`config.mk`:
```
export PLATFORM = sky130hd
export DESIGN_NAME = radio_interrupt_status_two
export DESIGN_NICKNAME = d
export VERILOG_FILES = /design/src/design/status_cell.v /design/src/design/radio_interrupt_status_two.v
export VERILOG_INCLUDE_DIRS = /design/src /design/src/design
export SDC_FILE = /design/constraint.sdc
export NUM_CORES = 1
export LEC_CHECK = 0
export BUFFER_PORTS_ARGS = -buffer_cell sky130_fd_sc_hd__buf_2
export CAP_MARGIN = 20
export CORE_UTILIZATION = 45
export CTS_BUF_LIST = sky130_fd_sc_hd__clkbuf_4
export DETAILED_ROUTE_END_ITERATION = 8
export PLACE_DENSITY = 0.85
export SLEW_MARGIN = 5
export SYNTH_ARGS = -nofsm -noshare
export SYNTH_HDL_FRONTEND = slang
export SYNTH_SLANG_ARGS = --single-unit
export TNS_END_PERCENT = 5
```
`constraint.sdc`:
```
create_clock -name sys_clk -period 1.52 [get_ports sys_clk]
set_clock_uncertainty 0.15 [all_clocks]
set_input_delay 0.152 -clock sys_clk [delete_from_list [all_inputs] [get_ports sys_clk]]
set_output_delay 0.152 -clock sys_clk [all_outputs]
set_load 0.005 [all_outputs]
```
`src/design/radio_irq2_regs.vh`:
```
// Constants for the second interrupt and status register and its enable register.
// Assumes an 8-bit register port with a 7-bit address, driven by the device's host interface.
// Behaviour
// RULE1: sync-found sets on sync, clears at packet end
// RULE2: preamble-found sets, clears on sync or timeout
// RULE3: preamble-missing sets on timeout, clears itself
// RULE4: signal-strength bit follows above-threshold level
// RULE5: wake-timer bit sets on timer expiry
// RULE6: low battery latched while masked, interrupts later
// RULE7: crystal-ready sets after settling, clears at idle
// RULE8: power-on bit sets on power-on detection
// RULE9: enabled zero-to-one change pulls interrupt low
// RULE10: status read releases interrupt, clears enabled bits
// RULE11: disabled bits survive reads as plain status
// RULE12: reset contents undefined; host must not rely
// RULE13: enable register mirrors bits; lower four writable
// RULE14: interrupt low while enabled pending events remain
`ifndef RADIO_IRQ2_REGS_VH
`define RADIO_IRQ2_REGS_VH

`define ADDR_W              7
`define DATA_W              8
`define STATUS2_OFFSET      7'h04
`define ENABLE2_OFFSET      7'h06

`define BIT_SYNC_FOUND      3'h7
`define BIT_PREAMBLE_FOUND  3'h6
`define BIT_PREAMBLE_MISS   3'h5
`define BIT_SIGNAL_STRONG   3'h4
`define BIT_WAKE_TIMER      3'h3
`define BIT_LOW_BATTERY     3'h2
`define BIT_CRYSTAL_READY   3'h1
`define BIT_POWER_ON        3'h0

`define STATUS2_RESET       8'h00
`define ENABLE2_LO_RESET    4'h0
`define ENABLE2_LO_MASK     8'h0F

`endif

```
`src/design/status_cell.v`:
```
// One sticky status bit with source clear and read clear.
// Assumes all inputs are synchronous to clk; rst_n is already synchronised.
`timescale 1ns/10ps
`default_nettype none
module status_cell (
  input  wire clk,
  input  wire rst_n,
  input  wire set_evt,
  input  wire src_clr,
  input  wire rd_clr,
  output reg  q
);
  reg q_d;

  // Set beats any clear in the same cycle so no event is lost
  always @* begin
    q_d = q;
    if (src_clr || rd_clr) begin
      q_d = 1'b0;
    end
    if (set_evt) begin
      q_d = 1'b1;
    end
  end

  always @(posedge clk or negedge rst_n) begin
    if (!rst_n) begin
      q <= 1'b0;
    end else begin
      q <= q_d;
    end
  end
endmodule
`default_nettype wire

```
`src/design/radio_interrupt_status_two.v`:
```
// Second interrupt/status register, its enable register and the interrupt line.
// Assumes event inputs are one-cycle pulses from the radio's detectors, levels where noted,
// and a simple register port: one-cycle read or write strobes with address and data.
`timescale 1ns/10ps
`default_nettype none
`include "radio_irq2_regs.vh"
module radio_interrupt_status_two (
  input  wire                 sys_clk,
  input  wire                 resetn,
  input  wire [`ADDR_W-1:0]   reg_addr,
  input  wire                 reg_rd,
  input  wire                 reg_wr,
  input  wire [`DATA_W-1:0]   reg_wdata,
  output reg  [`DATA_W-1:0]   reg_rdata,
  output reg                  reg_rvalid,
  input  wire                 sync_found_evt,
  input  wire                 packet_done_evt,
  input  wire                 preamble_found_evt,
  input  wire                 sync_timeout_evt,
  input  wire                 preamble_missing_evt,
  input  wire                 rx_start_evt,
  input  wire                 signal_above_level,
  input  wire                 wake_timer_evt,
  input  wire                 low_battery_evt,
  input  wire                 battery_restored_evt,
  input  wire                 crystal_ready_evt,
  input  wire                 idle_entered_evt,
  input  wire                 power_on_evt,
  input  wire [3:0]           upper_enable,
  input  wire                 status1_pending,
  output reg                  interrupt_out_n
);
  reg                rst_meta_q;
  reg                rst_sync_q;
  wire               rst_n;
  reg  [3:0]         enable_lo_q;
  reg  [3:0]         enable_lo_d;
  wire [7:0]         enable_all;
  wire [7:0]         status_q;
  reg  [7:0]         set_vec;
  reg  [7:0]         clr_vec;
  wire [7:0]         rd_clr_vec;
  wire [7:0]         status_next;
  reg  [`DATA_W-1:0] rdata_d;
  wire               status_read;
  wire               enable_write;
  wire [7:0]         enable_all_d;
  wire [7:0]         pending_d;
  reg                irq_n_d;
  genvar             i;

  function hit;
    input [`ADDR_W-1:0] addr;
    input [`ADDR_W-1:0] target;
    begin
      hit = (addr == target);
    end
  endfunction

  // Reset released through two flops; assertion stays asynchronous
  always @(posedge sys_clk or negedge resetn) begin
    if (!resetn) begin
      rst_meta_q <= 1'b0;
      rst_sync_q <= 1'b0;
    end else begin
      rst_meta_q <= 1'b1;
      rst_sync_q <= rst_meta_q;
    end
  end
  assign rst_n = rst_sync_q;

  // Upper enables are read-only here, steered by the preamble-detect mode elsewhere
  assign enable_all = {upper_enable, enable_lo_q}; // see RULE13

  // Writes to the status address fall through: its bits are read-only
  assign enable_write = reg_wr && hit(reg_addr, `ENABLE2_OFFSET);

  always @* begin
    enable_lo_d = enable_lo_q;
    // Upper four enables are read-only; their write bits are dropped
    if (enable_write) begin
      enable_lo_d = reg_wdata[3:0]; // see RULE13
    end
  end

  always @(posedge sys_clk or negedge rst_n) begin
    if (!rst_n) begin
      enable_lo_q <= `ENABLE2_LO_RESET;
    end else begin
      enable_lo_q <= enable_lo_d;
    end
  end

  // Per-bit set and clear terms; set wins inside each cell
  always @* begin
    set_vec = 8'h00;
    clr_vec = 8'h00;
    // Sync found stands for the rest of the packet
    if (sync_found_evt) begin
      set_vec[`BIT_SYNC_FOUND] = 1'b1; // see RULE1
    end
    if (packet_done_evt) begin
      clr_vec[`BIT_SYNC_FOUND] = 1'b1; // see RULE1
    end
    if (preamble_found_evt) begin
      set_vec[`BIT_PREAMBLE_FOUND] = 1'b1; // see RULE2
    end
    // A sync word ends the wait, so it also drops the preamble flag
    if (sync_found_evt || sync_timeout_evt) begin
      clr_vec[`BIT_PREAMBLE_FOUND] = 1'b1; // see RULE2
    end
    // Self-clearing: dropped again when the next reception starts
    if (preamble_missing_evt) begin
      set_vec[`BIT_PREAMBLE_MISS] = 1'b1; // see RULE3
    end
    if (rx_start_evt) begin
      clr_vec[`BIT_PREAMBLE_MISS] = 1'b1; // see RULE3
    end
    // Level source: set and cleared from the same comparator output
    if (signal_above_level) begin
      set_vec[`BIT_SIGNAL_STRONG] = 1'b1; // see RULE4
    end else begin
      clr_vec[`BIT_SIGNAL_STRONG] = 1'b1; // see RULE4
    end
    // Wake-timer and power-on bits are cleared only by an enabled read
    if (wake_timer_evt) begin
      set_vec[`BIT_WAKE_TIMER] = 1'b1; // see RULE5
    end
    // Latched regardless of its enable; only a read with enable set or a new battery clears
    if (low_battery_evt) begin
      set_vec[`BIT_LOW_BATTERY] = 1'b1; // see RULE6
    end
    if (battery_restored_evt) begin
      clr_vec[`BIT_LOW_BATTERY] = 1'b1;
    end
    // Crystal ready stays up until the radio returns to idle
    if (crystal_ready_evt) begin
      set_vec[`BIT_CRYSTAL_READY] = 1'b1; // see RULE7
    end
    if (idle_entered_evt) begin
      clr_vec[`BIT_CRYSTAL_READY] = 1'b1; // see RULE7
    end
    if (power_on_evt) begin
      set_vec[`BIT_POWER_ON] = 1'b1; // see RULE8
    end
  end

  assign status_read = reg_rd && hit(reg_addr, `STATUS2_OFFSET);
  // Only enabled bits are read-cleared; disabled ones stay as plain status
  assign rd_clr_vec  = {8{status_read}} & enable_all; // see RULE10 see RULE11

  // One cell per bit; each takes its own set and clear terms
  generate
    for (i = 0; i < 8; i = i + 1) begin : g_cell
      status_cell u_cell (
        .clk     (sys_clk),
        .rst_n   (rst_n),
        .set_evt (set_vec[i]),
        .src_clr (clr_vec[i]),
        .rd_clr  (rd_clr_vec[i]),
        .q       (status_q[i])
      );
      assign status_next[i] = set_vec[i] | (status_q[i] & ~clr_vec[i] & ~rd_clr_vec[i]);
    end
  endgenerate

  // Reset value is zero only for determinism; software must not count on it
  // see RULE12

  always @* begin
    rdata_d = {`DATA_W{1'b0}};
    if (hit(reg_addr, `STATUS2_OFFSET)) begin
      rdata_d = status_q;
    end else if (hit(reg_addr, `ENABLE2_OFFSET)) begin
      rdata_d = enable_all;
    end else begin
      // Unmapped addresses read as zero
      rdata_d = {`DATA_W{1'b0}};
    end
  end

  // Data is captured only on a read, so it stands until the next one
  always @(posedge sys_clk or negedge rst_n) begin
    if (!rst_n) begin
      reg_rdata <= {`DATA_W{1'b0}};
    end else if (reg_rd) begin
      reg_rdata <= rdata_d;
    end
  end

  // Valid follows every read strobe, mapped or not
  always @(posedge sys_clk or negedge rst_n) begin
    if (!rst_n) begin
      reg_rvalid <= 1'b0;
    end else begin
      reg_rvalid <= reg_rd;
    end
  end

  // Enables as they stand after this edge, so a late enable interrupts at once
  assign enable_all_d = {upper_enable, enable_lo_d};
  assign pending_d    = status_next & enable_all_d; // see RULE6

  // Level form covers a fresh rise and a masked bit that later gets enabled
  always @* begin
    irq_n_d = 1'b1;
    if (|pending_d) begin
      irq_n_d = 1'b0; // see RULE9 see RULE10
    end
    if (status1_pending) begin
      irq_n_d = 1'b0; // see RULE14
    end
  end

  always @(posedge sys_clk or negedge rst_n) begin
    if (!rst_n) begin
      interrupt_out_n <= 1'b1;
    end else begin
      interrupt_out_n <= irq_n_d;
    end
  end
endmodule
`default_nettype wire

```
# [After elaboration in Yosys (flattened, before gate mapping)]
# Cells that the tools add are included.
[op_classes] eq_ne=2 muxes=35 n_bitwise=37 n_reduce_logical=18
[op_table] operator="$mux 1" count=32
[op_table] operator="$and 8x8->8" count=2
[op_table] operator="$mux 8" count=2
[op_table] operator="$reduce_bool 2->1" count=8
[op_table] operator="$and 1x1->1" count=14
[op_table] operator="$eq 7x3->1 const B" count=2
[op_table] operator="$not 1->1" count=13
[op_table] operator="$or 1x1->1" count=8
[op_table] operator="$reduce_or 8->1" count=1
[op_table] operator="$logic_or 1x1->1" count=7
[op_table] operator="$mux 4" count=1
[op_table] operator="$logic_and 1x1->1" count=2
[word_totals] reg_bits=24 inputBits=37 output_inout_bits=10 wordCells=106

# [Longest topological paths before layout]
# Gate-level depths: netlist of run 1.
[logic_depth] depth_word=10 mapped_depth=5 ltp_nobuf=5

# [By module]
# Synthesis of run 1 repeated with hierarchy kept, for this count alone.
[hier_totals] hier_cells=120 area_unflattened_um2=1251.2
[modules_own_cells] module="radio_interrupt_status_two" instances=1 cells_per_inst=96 area_per_inst_um2=960.9 seq_area_each_um2=401.6
[modules_own_cells] module="status_cell" instances=8 cells_per_inst=3 area_per_inst_um2=36.3 seq_area_each_um2=25.0

# [Least setup slack after synthesis of run 1]
# No wires, ideal clock.
[synth_path] path_kind="in2reg" from="in reg_addr[5]" to="reg g_cell[7].u_cell.q" setup_ns=0.127 arrival_time_ns=1.556 required_ns=1.243 setup_slack_ns=-0.313 stages=5 n_path_buf=1 cell_sequence="or4b_4 > nor3b_4 > buf_4 > a21oi_1 > or2_2"
[synth_between] elab_chain_len=5
[synth_lines] element="start: declaration" line="radio_interrupt_status_two.v:10" text="input wire [`ADDR_W-1:0] reg_addr,"
[synth_lines] element="$eq 7x3->1" line="radio_interrupt_status_two.v:56" text="hit = (addr == target);"
[synth_lines] element="$logic_and 1x1->1" line="radio_interrupt_status_two.v:148" text="assign status_read = reg_rd && hit(reg_addr, `STATUS2_OFFSET);"
[synth_lines] element="$and 8x8->8" line="radio_interrupt_status_two.v:150" text="assign rd_clr_vec = {8{status_read}} & enable_all;"
[synth_lines] element="$logic_or 1x1->1" line="status_cell.v:18" text="if (src_clr || rd_clr) begin"
[synth_lines] element="$reduce_bool 2->1 (no line)"
[synth_lines] element="end signal: assignment" line="status_cell.v:30" text="q <= q_d;"
[synth_lines] element="end: declaration" line="status_cell.v:11" text="output reg q"
# Every way passes these cells.
# A chain may end at the register's enable or synchronous reset.

# [Final worst setup path of run 1]
[layout_path] from="in reg_addr[6]" to="reg interrupt_out_n"
[layout_between] elab_chain_len=10 word_cells_on_any_way=34 cone_classes="eq/ne (2); mux (3); bitwise (26); reduce/logical (3)"
[layout_lines] element="$eq 7x3->1" line="radio_interrupt_status_two.v:56"
[layout_lines] element="$logic_and 1x1->1" line="radio_interrupt_status_two.v:148"
[layout_lines] element="$and 8x8->8" line="radio_interrupt_status_two.v:150"
[layout_lines] element="$not 1->1" line="radio_interrupt_status_two.v:163" text="assign status_next[i] = set_vec[i] | (status_q[i] & ~clr_vec[i] & ~rd_clr_vec[i]);"
[layout_lines] element="$and 1x1->1" line="radio_interrupt_status_two.v:163"
[layout_lines] element="$or 1x1->1" line="radio_interrupt_status_two.v:163"
[layout_lines] element="$and 8x8->8 (*)" line="radio_interrupt_status_two.v:202" text="assign pending_d = status_next & enable_all_d;"
[layout_lines] element="$reduce_or 8->1 (*)" line="radio_interrupt_status_two.v:207" text="if (|pending_d) begin"
[layout_lines] element="$mux 1 (*)" line="radio_interrupt_status_two.v:207"
[layout_lines] element="$mux 1 (*)" line="radio_interrupt_status_two.v:210" text="if (status1_pending) begin"
[layout_lines] element="via irq_n_d" line="radio_interrupt_status_two.v:49" text="reg irq_n_d;"
[layout_lines] element="end signal: assignment" line="radio_interrupt_status_two.v:219" text="interrupt_out_n <= irq_n_d;"
[layout_lines] element="end: declaration" line="radio_interrupt_status_two.v:31" text="output reg interrupt_out_n"
# The timed path passes the listed nets; every way through them passes the cells marked *.

==> results of run 1 <==
-- logic make-up after synthesis --
| kind of cell | Yosys count | share of synthesized area (%) |
|---|---|---|
| other | 1 | 0.356 |
| AO/OA/AOI/OAI | 30 | 19.0 |
| multiplexers | 4 | 4.28 |
| buffers and inverters | 11 | 4.28 |
| AND/OR/NAND/NOR | 24 | 14.9 |
| flip-flops | 24 | 57.2 |
-- routing by layer --
layer	wire, µm	vias to the layer above	share of wire [%]	GRT usage (%)
li1	-	472	-	-
met1	1000	462	39	25.2
met2	1420	33	55	42.2
met3	108	4	4.2	4.24
met4	36	0	1.4	11.6
met5	0	-	0	0
-- critical path: cells and delay by family --
kind / cells / cell delay (ps)
simple gates: 3 / 980
buf+inv: 2 / 260
compound gates: 2 / 300
-- stage by stage --
| step | utilization [%] | setup slack (ps) | cells | total power (µW) | hold WS, ps |
|---|---|---|---|---|---|
| after floorplan | - | -224 | 94 | 747 | -294 |
| after global placement | 61.7 | -362 | 170 | 819 | -213 |
| after detailed placement | 61.7 | -406 | 170 | 827 | -212 |
| after CTS | 71.7 | -62.6 | 193 | 1180 | 4.09 |
| after global routing | 71.7 | -116 | 193 | 1240 | 19.5 |
| final | 71.7 | -81.9 | 193 | 1160 | 16.2 |
-- path summary, 6_finish.rpt --
check / end / slack (ps)
max reg2reg: interrupt_out_n$_DFF_PN1_ / 210
max in group asynchronous: rst_n$_DFF_PN0_ / 590
max: interrupt_out_n$_DFF_PN1_ / -80
min in group asynchronous: reg_rdata[3]$_DFFE_PN0P_ / 70
min reg2reg: reg_rdata[3]$_DFFE_PN0P_ / 70
min: reg_rdata[7]$_DFFE_PN0P_ / 20
-- power by group through the flow --
stage / combinational, µW / sequential, µW / clock, µW
floorplan: 50.6 / 697 / 0
global placement: 129 / 690 / 0
detailed placement: 135 / 692 / 0
CTS: 172 / 680 / 327
global route: 190 / 684 / 362
finish: 172 / 680 / 312
-- registers in the layout, summed over array words and instances, names as in the netlist --
signal           count
g_cell.u_cell.q      8
reg_rdata            8
enable_lo_q          4
interrupt_out_n      1
reg_rvalid           1
rst_meta_q           1
rst_n                1
-- synthesized netlist by cell type (3+ instances only) --
cell type / count
a21oi_1: 4
a22oi_1: 8
dfrtp_1: 23
inv_1: 9
mux2_2: 4
nand2_1: 4
nand2b_1: 3
nor2_1: 3
o21ai_0: 11
or2_2: 5
-- cell type report --
cell class / count / share of cell area [%]
Sequential cell: 24 / 38.0
Tap cell: 28 / 2.21
Inverter: 9 / 2.13
Timing Repair Buffer: 69 / 29.8
Clock buffer: 4 / 1.89
Multi-Input combinational cell: 59 / 26.0
-- what timing repair did --
| action | 4_1_cts | 5_1_grt |
|---|---|---|
| hold buffers | 19 | 0 |
| hold endpoints to repair | 19 | 0 |
| setup endpoints to repair | 1 | 1 |
==> results_dict.tcl, run 1 <==
set metrics [dict create \
    syn_inst 94 \
    synth_edf_count 0 \
    worstPathMaxFanout 14 \
    fin_nets 203 \
    hold_path_class "in -> reg" \
    drtIter0Drc 19 \
    switching_power_uw 275 \
    status "finished with violations" \
    synth_top_area_share_pct 54.7 \
    place.gp.congestion 0.786 \
    mostFrequentLayoutCells "42 x buf_2, 23 x dfrtp_1, 19 x dlygate4sd3_1" \
    grt_pass1_wl_um 4300 \
    crit_path_end_kind "register" \
    p_leak_uw 0.000751 \
    cp-start-kind "primary input" \
    fillCellCount 182 \
    async_flop_share_pct 100 \
    ctsResizeCount 0 \
    area_delta_synth_final_pct 50.7 \
    grt_antenna_before_repair 0 \
    synth_area_leaders "dfrtp_1 55%, a22oi_1 5.7%, o21ai_0 5.2%, mux2_2 4.3%, inv_1 3.2%" \
    p_per_area_mw_per_mm2 734 \
    port_buffers 42 \
    yosysUniqueCellTypes 30 \
    path_class "in -> reg" \
    insertion_delay_ps 320 \
    finalMaxSlewViolations 0 \
    drive_gt1_share_pct 41.8 \
    fp.dieH_um 50.4 \
    initial_core_util_pct 47.6 \
    hold_start "upper_enable[3]" \
    hold_depth 3 \
    clk_pin_slew_worst_paths_ps 120 \
    max_freq_mhz 624 \
    grt_pass1_vias 1028 \
    regArea_um2 602 \
    r2r_cells 3 \
    cp.arrival_ps 1710 \
    synth_area_mm2 0.00105 \
    period_minus_slack_ps 1600 \
    required_ps 1630 \
    ant_nets 0 \
    pwr-share-comb_pct 14.8 \
    io_pins 47 \
    path_cells "buf_2 -> or4b_4 -> nor3b_4 -> buf_12 -> o21bai_1 -> a221oi_2 -> and4_1" \
    cts.path.max_buffers 2 \
    place.detailed.hpwl_um 1870 \
    finalSetupTns_ps -81.9 \
    multi_input_area_um2 412 \
    rows 17 \
    peakVddDrop_mv 0.622 \
    pwr-share-seq_pct 58.4 \
    grt_usage_pct 23.1 \
    routed_wl_um 2560 \
    clock-sinks 24 \
    dpl_cell_area_mm2 0.00137 \
    r2r-start "g_cell[3].u_cell.q$_DFFE_PN0P_" \
    cts-buffers-inserted 3 \
    die_w_um 50.4 \
    htree_levels 1 \
    gr-total-overflow 0 \
    vias 971 \
    max_cap_viol_count 0 \
    ys.flop_type "dfrtp_1" \
    slowest_stage "or4b_4" \
    root_buffer "clkbuf_4" \
    dr.pass1.iters 4 \
    diodes 0 \
    viasPerCell 5.03 \
    cts_setup_buffers 0 \
    fin_crit_sh_pct 105 \
    seq_area_frac_synth_pct 57.2 \
    clkPwrFrac_pct 26.8 \
    cp-startpoint "reg_addr[6]" \
    synth_fp_nets 131 \
    ys_warn_count 0 \
    hold_viol 0 \
    cts_tree "done" \
    rsz0062_at_grt "true" \
    post-route-drc-count 0 \
    final_common_cell "buf_2" \
    synth_area_leader_cell "dfrtp_1" \
    routedWlPerCell_um 13.3 \
    design.die.area_mm2 0.00254 \
    design_area_mm2 0.00159 \
    violations "negative setup slack" \
    p_int_uw 888 \
    coreArea_mm2 0.00221 \
    grt_max_degree 23 \
    synth.avg_cell_area_um2 11.2 \
    slowest_delay_ps 550 \
    setup_ws_ps -81.9 \
    setup_viol 1 \
    ys_ff_latch 24 \
    p_sw_share_pct 23.6 \
]
Note: power is estimated with default switching activity, not from simulation.
==> run 2: changes to the inputs <==
==> constraint.sdc (replaced) <==
create_clock -name sys_clk -period 1.52 [get_ports sys_clk]
set_clock_uncertainty 0.15 [all_clocks]
set_input_delay 0.304 -clock sys_clk [delete_from_list [all_inputs] [get_ports sys_clk]]
set_output_delay 0.304 -clock sys_clk [all_outputs]
set_load 0.005 [all_outputs]
==> run 2 against run 1 <==
The flow still finishes with violations (negative setup slack). Sequential share of layout area rose by 2.8 points. First-iteration DRC count fell by 37%. Maximum frequency fell by 11%.
==> results_dict.tcl, run 2 (synthesis results as in run 1) <==
set metrics [dict create \
    status "finished with violations" \
    violations "negative setup slack" \
    r2r_end "interrupt_out_n$_DFF_PN1_" \
    grt_usage_pct 20.9 \
    hold_path_class "in -> reg" \
    peakVddDrop_mv 0.591 \
    area_delta_synth_final_pct 40.3 \
    grt_pass1_vias 941 \
    fp.dieH_um 50.4 \
    routed_wl_um 2470 \
    path_class "in -> reg" \
    place.gp.congestion 0.786 \
    grt_busiest_layer "met2" \
    reg_top3 "g_cell.u_cell.q: 8 flops, reg_rdata: 8 flops, enable_lo_q: 4 flops" \
    cts.path.max_buffers 2 \
    design.die.area_mm2 0.00254 \
    fillCellCount 183 \
    htree_levels 1 \
    dp_slack_ps -558 \
    met3_usage_pct 4.24 \
    cp-start-kind "primary input" \
    grt_antenna_before_repair 0 \
    post-route-drc-count 0 \
    cp.arrival_ps 1870 \
    fin_nets 188 \
    r2r_setup_slack_ps 220 \
    period_minus_slack_ps 1800 \
    initial_core_util_pct 47.6 \
    viasPerCell 5.19 \
    fin_crit_sh_pct 118 \
    place.detailed.hpwl_um 1870 \
    grt_max_degree 23 \
    setup_viol 15 \
    setup_ws_ps -277 \
    cts_tree "done" \
    crit_path_end_kind "register" \
    routedWlPerCell_um 13.9 \
    endpoint "g_cell[7].u_cell.q$_DFFE_PN0P_" \
    p_leak_uw 0.000701 \
    mostFrequentLayoutCells "41 x buf_2, 23 x dfrtp_1, 9 x o21ai_1, 9 x inv_1, 8 x a22oi_1" \
    cp-startpoint "reg_addr[5]" \
    drtIter0Drc 12 \
    final_common_cell "buf_2" \
    ant_nets 0 \
    port_buffers 42 \
    rows 17 \
    worstPathMaxFanout 7 \
    io_pins 47 \
    max_freq_mhz 556 \
    die_w_um 50.4 \
    p_per_area_mw_per_mm2 774 \
    root_buffer "clkbuf_4" \
    cts-buffers-inserted 3 \
    r2r-start "g_cell[5].u_cell.q$_DFFE_PN0P_" \
    drive_gt1_share_pct 48.0 \
    max_cap_viol_count 0 \
    dr.pass1.iters 6 \
    design_area_mm2 0.00148 \
    clock-sinks 24 \
    insertion_delay_ps 330 \
    clk_pin_slew_worst_paths_ps 120 \
    rsz0062_at_grt "true" \
    use_met1_pct 23.1 \
    grt_pass1_wl_um 3890 \
    finalMaxSlewViolations 0 \
    gr-total-overflow 0 \
    vias 924 \
    r2r_cells 5 \
    diodes 0 \
    hold_viol 0 \
    required_ps 1590 \
    dpl_cell_area_mm2 0.00137 \
    power_uw 1140 \
    use_met2_pct 37.1 \
    coreArea_mm2 0.00221 \
]
## run 2: changes by cell type in the layout (fill, tap and decap cells not counted)
cell           delta
dlygate4sd3_1    -17
o21ai_0           -8
o21ai_1           +8
buf_6             +2
o21bai_4          +2
buf_2             -1
clkbuf_16         +1
o21bai_1          -1
o21bai_2          -1
## run 2: area by class of cell
| type | instances | area, µm² | area share, % |
|---|---|---|---|
| clock buffers | 4 | 30.0 | 2.03 |
| inverters | 9 | 33.8 | 2.29 |
| multi-input cells | 59 | 430 | 29.2 |
| flip-flops and latches | 24 | 602 | 40.8 |
| well taps | 28 | 35.0 | 2.37 |
| repair buffers | 54 | 345 | 23.4 |
## run 2: worst min path at each step
stage	start	endpoint	slack, ps	cells past startpoint
2_1_floorplan	resetn	rst_meta_q$_DFF_PN0_	-140	0
3_5_place_dp	resetn	rst_n$_DFF_PN0_	-60	1
4_1_cts	low_battery_evt	g_cell[2].u_cell.q$_DFFE_PN0P_	20	2
5_1_grt	preamble_missing_evt	g_cell[5].u_cell.q$_DFFE_PN0P_	20	2
6_report	preamble_missing_evt	g_cell[5].u_cell.q$_DFFE_PN0P_	30	2
3_3_place_gp	resetn	rst_meta_q$_DFF_PN0_	-60	1
## run 2: critical path, stage by stage
cell and delay (ps):
buf_6 90, or4b_4 550, nor3b_4 270, buf_4 160
clkbuf_16 130, buf_6 100, a21oi_2 40, or2_4 220
## run 2: power breakdown
part | internal, µW | leakage, µW | switching, µW | total (µW)
Sequential | 666 | 0.000295 | 14.8 | 680
Combinational | 79.8 | 0.000388 | 65.8 | 146
Clock | 121 | 0.0000184 | 196 | 317
## run 2: repair_timing
item	4_1_cts	5_1_grt
gates cloned	0	1
pin swaps	0	4
hold buffers	2	0
endpoints found under the setup margin	7	10
gates resized for setup	1	11
endpoints found under the hold margin	3	0
buffers inserted	0	1
## run 2: stage by stage
step	setup TNS [ps]	cells	hold slack, ps	utilization [%]
3_3_place_gp	-5430	170	-61.1	61.7
5_1_grt	-2450	178	17.6	66.7
4_1_cts	-688	176	22.9	64.0
6_report	-1980	178	26.8	66.7
2_1_floorplan	-4190	94	-142	-
3_5_place_dp	-5820	170	-59.8	61.7
## run 2: metal layers
metal / wire length (µm) / share of wire (%) / vias up
met5: 0 / 0 / -
met4: 68 / 2.8 / 0
met3: 104 / 4.2 / 7
met2: 1340 / 54 / 32
met1: 955 / 39 / 442
li1: - / - / 443
==> run 3: changes to the inputs <==
Settings changed: REMOVE_ABC_BUFFERS set to 1.
==> run 3 against run 2 <==
Highest routed layer unchanged. Critical path type unchanged. Worst hold slack improved by 4.7 ps. The flow still finishes with violations (negative setup slack). Total power decreased by 1.3%. Global-route usage increased by 3.1 points. Via count increased by 7.8%. Cell area increased by 2.3%. Wire length increased by 13%. Utilization increased by 1.5 points.
==> results_dict.tcl, run 3 (synthesis results as in run 1) <==
set metrics [dict create \
    max_freq_mhz 568 \
    max_cap_viol_count 0 \
    grt_pass1_wl_um 4440 \
    fin_nets 192 \
    initial_core_util_pct 47.6 \
    grt_usage_pct 24.0 \
    dr.pass1.iters 4 \
    diodes 0 \
    root_buffer "clkbuf_4" \
    crit_path_end_kind "register" \
    fp.dieH_um 50.4 \
    r2r_setup_slack_ps 220 \
    place.detailed.hpwl_um 1940 \
    finalMaxSlewViolations 0 \
    place_inst 171 \
    grt_pass1_vias 1009 \
    instances_no_fill 182 \
    path_class "in -> reg" \
    fillCellCount 176 \
    finalSetupTns_ps -1390 \
    cts_tree "done" \
    clock-sinks 24 \
    final_common_cell "buf_2" \
    status "finished with violations" \
    r2r-start "g_cell[3].u_cell.q$_DFFE_PN0P_" \
    worstPathMaxFanout 6 \
    cts.path.max_buffers 2 \
    cp.arrival_ps 1870 \
    hold_viol 0 \
    htree_levels 1 \
    mostFrequentLayoutCells "40 x buf_2, 23 x dfrtp_1, 10 x o21ai_1, 10 x buf_4, 9 x inv_1" \
    area_delta_synth_final_pct 43.5 \
    peakVddDrop_mv 0.593 \
    hold_path_class "in -> reg" \
    ant_nets 0 \
    reg_top3 "g_cell.u_cell.q: 8 flops, reg_rdata: 8 flops, enable_lo_q: 4 flops" \
    port_buffers 42 \
    p_leak_uw 0.000717 \
    rsz0062_at_grt "true" \
    hold_depth 2 \
    grt_max_degree 15 \
    grt_antenna_before_repair 0 \
    period_minus_slack_ps 1760 \
    cp-startpoint "reg_addr[4]" \
    routedWlPerCell_um 15.4 \
    violations "negative setup slack" \
    setup_viol 14 \
    cp-start-kind "primary input" \
    drtIter0Drc 28 \
    slowest_stage "or4b_4" \
    cts-buffers-inserted 3 \
    clk_pin_slew_worst_paths_ps 130 \
    vias 996 \
    p_per_area_mw_per_mm2 747 \
    crit_top_cell "buf_6" \
    postLayoutCoreUtil_pct 68.3 \
    die_w_um 50.4 \
    required_ps 1630 \
    path_cells "buf_6 -> or4b_4 -> nor3b_4 -> buf_6 -> o21bai_4 -> a221oi_2 -> and4_1" \
    slowest_delay_ps 550 \
    post-route-drc-count 0 \
    gr-total-overflow 0 \
    fin_crit_sh_pct 116 \
    hold_start "preamble_missing_evt" \
    rows 17 \
    viasPerCell 5.47 \
    drive_gt1_share_pct 50.6 \
    place.gp.congestion 0.821 \
    coreArea_mm2 0.00221 \
    routed_wl_um 2800 \
    io_pins 47 \
    setup_ws_ps -242 \
    design.die.area_mm2 0.00254 \
    insertion_delay_ps 320 \
    r2r_cells 3 \
]
[run 3: what timing repair did]
action / in CTS / in global routing
endpoints found under the hold margin: 3 / 0
hold buffers: 2 / 0
buffers inserted: 6 / 0
gates resized for setup: 7 / 19
gates cloned: 1 / 0
pin swaps: 6 / 9
endpoints found under the setup margin: 10 / 14
[run 3: final timing paths]
check                                                  to
setup reg to reg                interrupt_out_n$_DFF_PN1_
min in group asynchronous  g_cell[6].u_cell.q$_DFFE_PN0P_
setup / recovery                interrupt_out_n$_DFF_PN1_
max in group asynchronous       interrupt_out_n$_DFF_PN1_
hold / removal             g_cell[5].u_cell.q$_DFFE_PN0P_
hold reg to reg            g_cell[6].u_cell.q$_DFFE_PN0P_
[run 3: critical path, delay by kind of cell]
kind	cells	cell delay (ps)
buffers and inverters	2	260
AND/OR/NAND/NOR	3	1020
AO/OA/AOI/OAI	2	280
[run 3: through the flow]
stage	total power [µW]	instance area [µm²]	setup slack (ps)	hold slack (ps)
after floorplan	744	1040	-596	-142
after global placement	819	1370	-567	-61.5
after detailed placement	828	1370	-620	-56.8
after CTS	1120	1510	-247	31.7
after global routing	1180	1510	-267	30.8
final	1130	1510	-242	31.5
[run 3: area by class of cell]
class                           count  area (µm²)  share of cell area (%)
Clock buffer                        3        22.5                    1.49
Multi-Input combinational cell     59         450                    29.8
Tap cell                           28        35.0                    2.32
Timing Repair Buffer               58         363                    24.0
Sequential cell                    24         602                    39.9
Inverter                            9        33.8                    2.24
Clock inverter                      1        3.75                   0.249
[run 3: layer usage]
metal	global-route usage, %	part of all wire (%)
met5	0	0
met2	41.1	52
met1	27.3	38
met4	13.0	3.2
met3	5.76	6.0
[run 3: power breakdown]
part           total [µW]  switching, µW  internal (µW)
Sequential            684           18.4            666
Combinational         156           70.1           86.0
Clock                 287            191           96.3
Total                1130            280            848
